===== src/ldss_defs.svh =====
`ifndef LDSS_DEFS_SVH
`define LDSS_DEFS_SVH

// byte addresses
`define LDSS_ADDR_CTRL       8'h00
`define LDSS_ADDR_STATUS     8'h28
`define LDSS_ADDR_IRQ_ST     8'h80
`define LDSS_ADDR_IRQ_MASK   8'h84

// field positions in the status word, and of the soft reset bit in the control word
`define LDSS_POS_KIND        23
`define LDSS_POS_TX          20
`define LDSS_POS_RX          17
`define LDSS_POS_NORM        16
`define LDSS_POS_ABN         15
`define LDSS_POS_FATAL       13
`define LDSS_POS_SWR         0

// event bits that feed each summary
`define LDSS_NORM_SRC        12'h045
`define LDSS_ABN_SRC         12'hbaa

// bus error kinds
`define LDSS_KIND_PARITY     3'h0
`define LDSS_KIND_MASTER     3'h1
`define LDSS_KIND_TARGET     3'h2

// dma state codes
`define LDSS_TX_STOP         3'h0
`define LDSS_TX_SUSPEND      3'h6
`define LDSS_RX_STOP         3'h0
`define LDSS_RX_SUSPEND      3'h4

// interrupt status bits
`define LDSS_IRQ_NORM        0
`define LDSS_IRQ_ABN         1
`define LDSS_IRQ_FATAL       2

// reset values and responses
`define LDSS_STATUS_RST      32'h0000_0000
`define LDSS_RESP_OKAY       2'h0
`define LDSS_RESP_SLVERR     2'h2

// soft reset duration in cycles
`define LDSS_SWR_CYCLES      16

`endif


===== src/ldss_pkg.sv =====
package ldss_pkg;

    typedef struct packed {
        logic [2:0] bus_error_kind;
        logic [2:0] tx_dma_state;
        logic [2:0] rx_dma_state;
        logic       normal_irq_summary;
        logic       abnormal_irq_summary;
        logic       fatal_bus_fault;
    } ldss_upper_t;

    typedef struct packed {
        logic [2:0] tx_dma_state;
        logic [2:0] rx_dma_state;
    } ldss_dma_state_t;

    typedef struct packed {
        logic       valid;
        logic [2:0] kind;
    } ldss_bus_err_t;

    typedef enum logic {
        LDSS_SWR_IDLE,
        LDSS_SWR_BUSY
    } ldss_swr_state_t;

endpackage : ldss_pkg


===== src/ldss_status.sv =====
// Design decision made here: the AXI4-Lite register port.
`timescale 1ns/1ps
`include "ldss_defs.svh"
module ldss_status #(
    parameter int unsigned ADDR_W     = 8,
    parameter int unsigned SWR_CYCLES = `LDSS_SWR_CYCLES
) (
    input  wire logic                   ref_clk,
    input  wire logic                   sys_rst,
    input  wire logic [ADDR_W-1:0]      s_axi_awaddr,
    input  wire logic                   s_axi_awvalid,
    output wire logic                   s_axi_awready,
    input  wire logic [31:0]            s_axi_wdata,
    input  wire logic [3:0]             s_axi_wstrb,
    input  wire logic                   s_axi_wvalid,
    output wire logic                   s_axi_wready,
    output logic [1:0]                  s_axi_bresp,
    output logic                        s_axi_bvalid,
    input  wire logic                   s_axi_bready,
    input  wire logic [ADDR_W-1:0]      s_axi_araddr,
    input  wire logic                   s_axi_arvalid,
    output wire logic                   s_axi_arready,
    output logic [31:0]                 s_axi_rdata,
    output logic [1:0]                  s_axi_rresp,
    output logic                        s_axi_rvalid,
    input  wire logic                   s_axi_rready,
    input  wire logic [11:0]            event_lo,
    input  wire logic [1:0]             aux_summary,
    input  wire ldss_pkg::ldss_dma_state_t dma_state,
    input  wire ldss_pkg::ldss_bus_err_t   bus_err,
    output logic [11:0]                 event_lo_clear,
    output wire logic                   bus_master_en,
    output wire logic                   soft_rst_out,
    output wire logic                   irq
);
    import ldss_pkg::*;

    localparam int SWR_BOUND = SWR_CYCLES + 1;

    logic                  aw_q;
    logic [ADDR_W-1:0]     awaddr_q;
    logic                  w_q;
    logic [31:0]           wdata_q;
    logic [3:0]            wstrb_q;
    logic                  rd_status_q;
    ldss_upper_t           up_q;
    ldss_upper_t           up_d;
    logic [2:0]            irq_st_q;
    logic [2:0]            irq_mask_q;
    ldss_swr_state_t       swr_state_q;
    logic [15:0]           swr_cnt_q;
    logic [31:0]           wmask;

    wire logic             swr_busy   = (swr_state_q == LDSS_SWR_BUSY);
    // soft reset clears live status but leaves the mask, which is configuration
    wire logic             int_rst    = sys_rst || swr_busy;
    wire logic             do_wr      = aw_q && w_q;
    wire logic [31:0]      clr        = wdata_q & wmask;
    wire logic [7:0]       waddr      = 8'({awaddr_q[ADDR_W-1:2], 2'b00});
    wire logic [7:0]       raddr      = 8'({s_axi_araddr[ADDR_W-1:2], 2'b00});
    wire logic             wr_ctrl    = do_wr && (waddr == `LDSS_ADDR_CTRL);
    wire logic             wr_status  = do_wr && (waddr == `LDSS_ADDR_STATUS);
    wire logic             wr_irq_st  = do_wr && (waddr == `LDSS_ADDR_IRQ_ST);
    wire logic             wr_mask    = do_wr && (waddr == `LDSS_ADDR_IRQ_MASK);
    wire logic             wr_hit     = wr_ctrl || wr_status || wr_irq_st || wr_mask;
    wire logic             rd_take    = s_axi_arvalid && s_axi_arready;
    wire logic             rd_ctrl    = (raddr == `LDSS_ADDR_CTRL);
    wire logic             rd_status  = (raddr == `LDSS_ADDR_STATUS);
    wire logic             rd_irq_st  = (raddr == `LDSS_ADDR_IRQ_ST);
    wire logic             rd_mask    = (raddr == `LDSS_ADDR_IRQ_MASK);
    wire logic             rd_hit     = rd_ctrl || rd_status || rd_irq_st || rd_mask;
    wire logic             swr_start  = wr_ctrl && clr[`LDSS_POS_SWR] && !swr_busy;

    genvar lane;
    generate
        for (lane = 0; lane < 4; lane++)
        begin : g_lane
            assign wmask[lane*8 +: 8] = {8{wstrb_q[lane]}};
        end
    endgenerate

    // bits 16, 15 and 13 are cleared by software here; the kind field is never written by software
    wire logic norm_set  = (|(event_lo & `LDSS_NORM_SRC)) || aux_summary[1];
    wire logic abn_set   = (|(event_lo & `LDSS_ABN_SRC)) || up_q.fatal_bus_fault
                           || aux_summary[0];
    wire logic norm_clr  = wr_status && clr[`LDSS_POS_NORM];
    wire logic abn_clr   = wr_status && clr[`LDSS_POS_ABN];
    wire logic fatal_clr = wr_status && clr[`LDSS_POS_FATAL];

    always_comb
    begin
        up_d                      = up_q;
        up_d.tx_dma_state         = dma_state.tx_dma_state;
        up_d.rx_dma_state         = dma_state.rx_dma_state;
        // set wins over a simultaneous write-one clear
        up_d.normal_irq_summary   = norm_set || (up_q.normal_irq_summary && !norm_clr);
        up_d.abnormal_irq_summary = abn_set || (up_q.abnormal_irq_summary && !abn_clr);
        up_d.fatal_bus_fault      = bus_err.valid || (up_q.fatal_bus_fault && !fatal_clr);
        if (bus_err.valid)
        begin
            up_d.bus_error_kind   = bus_err.kind;
        end
    end

    always_ff @(posedge ref_clk)
    begin
        if (int_rst)
            up_q <= ldss_upper_t'(0);
        else
            up_q <= up_d;
    end

    // fault is sticky, so mastering stays off until software clears or resets
    assign bus_master_en = !up_q.fatal_bus_fault;

    // kind field has no event of its own: only summary and fatal edges interrupt
    wire logic [2:0] irq_ev = {bus_err.valid && !up_q.fatal_bus_fault,
                               abn_set && !up_q.abnormal_irq_summary,
                               norm_set && !up_q.normal_irq_summary};
    wire logic [2:0] irq_clr = wr_irq_st ? clr[2:0] : 3'h0;

    always_ff @(posedge ref_clk)
    begin
        if (int_rst)
            irq_st_q <= 3'h0;
        else
            irq_st_q <= irq_ev | (irq_st_q & ~irq_clr);
    end

    always_ff @(posedge ref_clk)
    begin
        if (sys_rst)
            irq_mask_q <= 3'h0;
        else if (wr_mask && wstrb_q[0])
            irq_mask_q <= wdata_q[2:0];
    end

    assign irq = |(irq_st_q & irq_mask_q);

    // host can use this path to recover from a parity fault; a write-one to bit 13 also clears it
    always_ff @(posedge ref_clk)
    begin
        if (sys_rst)
        begin
            swr_state_q <= LDSS_SWR_IDLE;
            swr_cnt_q   <= 16'h0;
        end
        else
        begin
            case (swr_state_q)
                LDSS_SWR_IDLE:
                begin
                    swr_cnt_q <= 16'h0;
                    if (swr_start)
                        swr_state_q <= LDSS_SWR_BUSY;
                end
                LDSS_SWR_BUSY:
                begin
                    swr_cnt_q <= swr_cnt_q + 16'h1;
                    if (swr_cnt_q == 16'(SWR_CYCLES - 1))
                        swr_state_q <= LDSS_SWR_IDLE;
                end
                default:
                    swr_state_q <= LDSS_SWR_IDLE;
            endcase
        end
    end

    assign soft_rst_out = swr_busy;

    // write address and data are taken independently; the response follows both
    assign s_axi_awready = !aw_q && !s_axi_bvalid;
    assign s_axi_wready  = !w_q && !s_axi_bvalid;
    assign s_axi_arready = !s_axi_rvalid;

    always_ff @(posedge ref_clk)
    begin
        if (sys_rst)
        begin
            aw_q         <= 1'b0;
            awaddr_q     <= '0;
            w_q          <= 1'b0;
            wdata_q      <= 32'h0;
            wstrb_q      <= 4'h0;
            s_axi_bvalid <= 1'b0;
            s_axi_bresp  <= `LDSS_RESP_OKAY;
        end
        else
        begin
            if (s_axi_awvalid && s_axi_awready)
            begin
                aw_q     <= 1'b1;
                awaddr_q <= s_axi_awaddr;
            end
            if (s_axi_wvalid && s_axi_wready)
            begin
                w_q     <= 1'b1;
                wdata_q <= s_axi_wdata;
                wstrb_q <= s_axi_wstrb;
            end
            if (do_wr)
            begin
                aw_q         <= 1'b0;
                w_q          <= 1'b0;
                s_axi_bvalid <= 1'b1;
                s_axi_bresp  <= wr_hit ? `LDSS_RESP_OKAY : `LDSS_RESP_SLVERR;
            end
            else if (s_axi_bready)
                s_axi_bvalid <= 1'b0;
        end
    end

    wire logic [31:0] status_word = {6'h0, up_q.bus_error_kind, up_q.tx_dma_state, up_q.rx_dma_state,
                                     up_q.normal_irq_summary, up_q.abnormal_irq_summary, 1'b0,
                                     up_q.fatal_bus_fault, 1'b0, event_lo};
    wire logic [31:0] rd_word = rd_status ? status_word :
                                rd_ctrl   ? {31'h0, swr_busy} :
                                rd_irq_st ? {29'h0, irq_st_q} :
                                rd_mask   ? {29'h0, irq_mask_q} : 32'h0;

    always_ff @(posedge ref_clk)
    begin
        if (sys_rst)
        begin
            s_axi_rvalid <= 1'b0;
            s_axi_rdata  <= 32'h0;
            s_axi_rresp  <= `LDSS_RESP_OKAY;
            rd_status_q  <= 1'b0;
        end
        else if (rd_take)
        begin
            s_axi_rvalid <= 1'b1;
            s_axi_rdata  <= rd_word;
            s_axi_rresp  <= rd_hit ? `LDSS_RESP_OKAY : `LDSS_RESP_SLVERR;
            rd_status_q  <= rd_status;
        end
        else if (s_axi_rready)
            s_axi_rvalid <= 1'b0;
    end

    // low event bits live outside; pass their write-one clears on as a pulse
    always_ff @(posedge ref_clk)
    begin
        if (int_rst)
            event_lo_clear <= 12'h0;
        else
            event_lo_clear <= wr_status ? clr[11:0] : 12'h0;
    end
endmodule : ldss_status

===== config.mk =====
export PLATFORM = sky130hd
export DESIGN_NAME = ldss_status
export DESIGN_NICKNAME = d
export VERILOG_FILES = /design/src/ldss_pkg.sv /design/src/ldss_status.sv
export VERILOG_INCLUDE_DIRS = /design/src
export SDC_FILE = /design/constraint.sdc
export NUM_CORES = 1
export LEC_CHECK = 0
export ABC_CLOCK_PERIOD_IN_PS = 4920
export BUFFER_PORTS_ARGS = -buffer_cell sky130_fd_sc_hd__buf_4
export CORE_MARGIN = 4
export CORE_UTILIZATION = 53
export DETAILED_ROUTE_END_ITERATION = 7
export GPL_ROUTABILITY_DRIVEN = 0
export GPL_TIMING_DRIVEN = 0
export HOLD_SLACK_MARGIN = 0.08
export PLACE_DENSITY = 0.89
export SETUP_SLACK_MARGIN = 0.5
export SLEW_MARGIN = 20
export SYNTH_ARGS = -nofsm -noshare
export SYNTH_HDL_FRONTEND = slang
export SYNTH_SLANG_ARGS = --single-unit

===== constraint.sdc =====
create_clock -name ref_clk -period 4.92 [get_ports ref_clk]
set_input_delay 0.492 -clock ref_clk [delete_from_list [all_inputs] [get_ports ref_clk]]
set_output_delay 0.492 -clock ref_clk [all_outputs]
set_load 0.005 [all_outputs]

==> out/results.txt <==
H-tree Lvls -> 3
Clock buffer depth -> 2
Crit Path Class -> reg2out
CP arrival -> 1260 ps
Antenna diodes -> 0
Grt total ovfl -> 0
Mapped Area -> 3940 µm²
Final wirelength -> 9980 µm
Met3 usage -> 0.0441
Port bufs -> 104
Top-count cell post-synth -> dfxtp_1
Unrepaired setup endpoints after global routing -> false
HP Class -> in2reg
Largest delay share family, worst path -> flip-flops
Ys flop type -> dfxtp_1
Sw power -> 0.383 mW
Synth top area cells -> dfxtp_1 (51%), a21oi_1 (6.6%), nand2_1 (6.6%)
Period minus WS final -> 1750 ps
Leakage -> 2.14 nW
Most Crowded Layer GR -> met2
Routed vias -> 3603
CTS tree -> yes
CP max-delay cell -> dfxtp_1
Die W -> 94.3 µm
Initial Util -> 0.544
Instance count of the mapped netlist -> 450
Register area share after synthesis -> 0.513
WL/cell -> 14.7 µm
Vert. Die Dim -> 94.3 µm
DRC errors left -> 0
I/O pins -> 139
Asr flop ratio synth -> 0
Area of the core -> 7250 µm²
Layout cells sized above 1 -> 0.254
Net Sw Frac -> 0.241
CTS clk-pin slew, worst paths -> 100 ps
Yosys reg bits -> 101
Clock share of power -> 0.360
Worst skew pair latency -> 360 ps
Avg Vias per Cell -> 5.31
Top cell type's share of synthesized area -> 0.513
CTS Buf Count -> 9
Crit-path max FO -> 3
Overall Power -> 1.59 mW
DRT antenna net count -> 0
Largest area contributor in the netlist -> dfxtp_1
Post-synth EDFFs -> 0
DPL Wire Length -> 7600 µm
Post-CTS Setup Inserts -> 0
Clock net sink count -> 101
Final Setup Violations -> 0
Fmax -> 570 MHz
Pint -> 1.21 mW
Setup TNS -> 0 ps
Sequential power share -> 0.542
PostCTS Resize Cnt -> 0
Row count -> 31
Slew margin rel. -> 0.612
Met2 Track Usage GR -> 0.394
Die ar. -> 8880 µm²
Hold Vio Cnt, Final -> 0
1st-iter DRT viols -> 123
Clk root buf -> clkbuf_8
List of most frequent post-synthesis cells -> dfxtp_1 (101), nand2_1 (69), a21oi_1 (52)
GR Util All Layers -> 0.227
Status -> completed
Global-route wire length before repair -> 16000 µm
Max-cap violations -> 0
Clock skew -> 9.72 ps
Largest net degree at the start of global routing -> 18
Post-Place Setup Slack -> 2880 ps
PD cells -> 312 nW/µm²
CP startpoint kind -> register
Critical Path RT -> 4430 ps
Nets -> 658
Pre-Repair DR Iteration Count -> 4
Actual slew at the worst max-slew pin -> 582 ps
Worst Setup End Kind -> primary output
Synth unique cells -> 50
Slew Viols, Final -> 0
R2R Setup Slk -> 3200 ps
Hold-fix buffers, CTS -> 0
CP bufs+invs -> 2
Met1 Track Usage GR -> 0.271
Final period util -> 0.356
Ys Warns -> 0
Antenna violations before repair -> 0
Final WS setup -> 3170 ps
P&R area growth vs syn -> 29.5%
Vias in the first global route -> 3535
Max stage delay on crit path -> 340 ps
Synth Area per Inst -> 8.76 µm²
Combinational fraction of design power -> 0.098
Worst vdd ir -> 0.000186 V
Critical path cell sequence -> a222oi_1 > inv_1 > buf_4
[stage by stage]
stage	util	area [µm²]	hold slack, ps	cells
6_report	0.704	5110	332	678
2_1_floorplan	-	3980	426	459
4_1_cts	0.704	5110	322	678
3_3_place_gp	0.673	4880	435	662
5_1_grt	0.704	5110	321	678
3_5_place_dp	0.673	4880	437	662
[cell type report]
class                      instances  area (µm²)
buffer                            35         189
clock buffer                       9         124
clock inverter                     7         100
fill                             555        2150
inverter                           7        26.3
multi-input combinational        316        1740
sequential                       101        2020
tap                               99         124
timing repair buffer             104         781
[power by group through the flow]
stage | Clock (mW) | Sequential [mW] | Combinational, mW
final | 0.573 | 0.862 | 0.156
after global routing | 0.609 | 0.865 | 0.173
after CTS | 0.581 | 0.861 | 0.155
after detailed placement | 0 | 0.880 | 0.154
after global placement | 0 | 0.879 | 0.149
after floorplan | 0 | 0.875 | 0.0839
[cell families after synthesis]
kind of cell / synth area share
AND/OR/NAND/NOR: 0.249
other: 0.000951
multiplexers: 0.0355
XOR/XNOR: 0.0222
buffers and inverters: 0.0546
adder cells (fa/ha/maj): 0.00317
AO/OA/AOI/OAI: 0.122
flip-flops: 0.513
[sequential cells by signal (all words and copies together) (netlist names), 3 cells and up]
signal          cells
irq_st_q            3
wdata_q            15
wstrb_q             3
awaddr_q            6
s_axi_rdata        24
irq_mask_q          3
status_word        12
swr_cnt_q          16
event_lo_clear     12
[layout by cell type (no fill, tap or decap), types with 5 or more instances in the layout]
master    netlist  layout
nor2_1         35      35
buf_1           5       5
clkbuf_8        0       9
nand3_1        31      31
a21oi_1        52      52
xor2_1          7       7
buf_4          10     114
inv_1           7       7
conb_1          1      10
dfxtp_1       101     101
nand2_1        69      69
nor3_1          5       5
o21ai_0        11      11
and2_1         21      21
mux2i_1        14      14
nand4_1         7       7
clkbuf_1       14      14
[routing by layer]
metal	share of wire	up-vias
met5	0	-
met4	0.022	0
met3	0.057	19
met2	0.50	121
met1	0.42	1690
li1	-	1773
[path summary, 6_finish.rpt]
path,depth (start not counted),from,to
setup reg to reg,4,awaddr_q[2]$_SDFFE_PP0P_,event_lo_clear[2]$_SDFF_PP0_
hold / removal,2,dma_state[2],status_word[19]$_SDFF_PP0_
setup / recovery,3,irq_st_q[2]$_SDFF_PP0_,irq
hold reg to reg,2,s_axi_rdata[20]$_SDFFE_PP0P_,s_axi_rdata[20]$_SDFFE_PP0P_
Power figures use the tool's default switching activity.
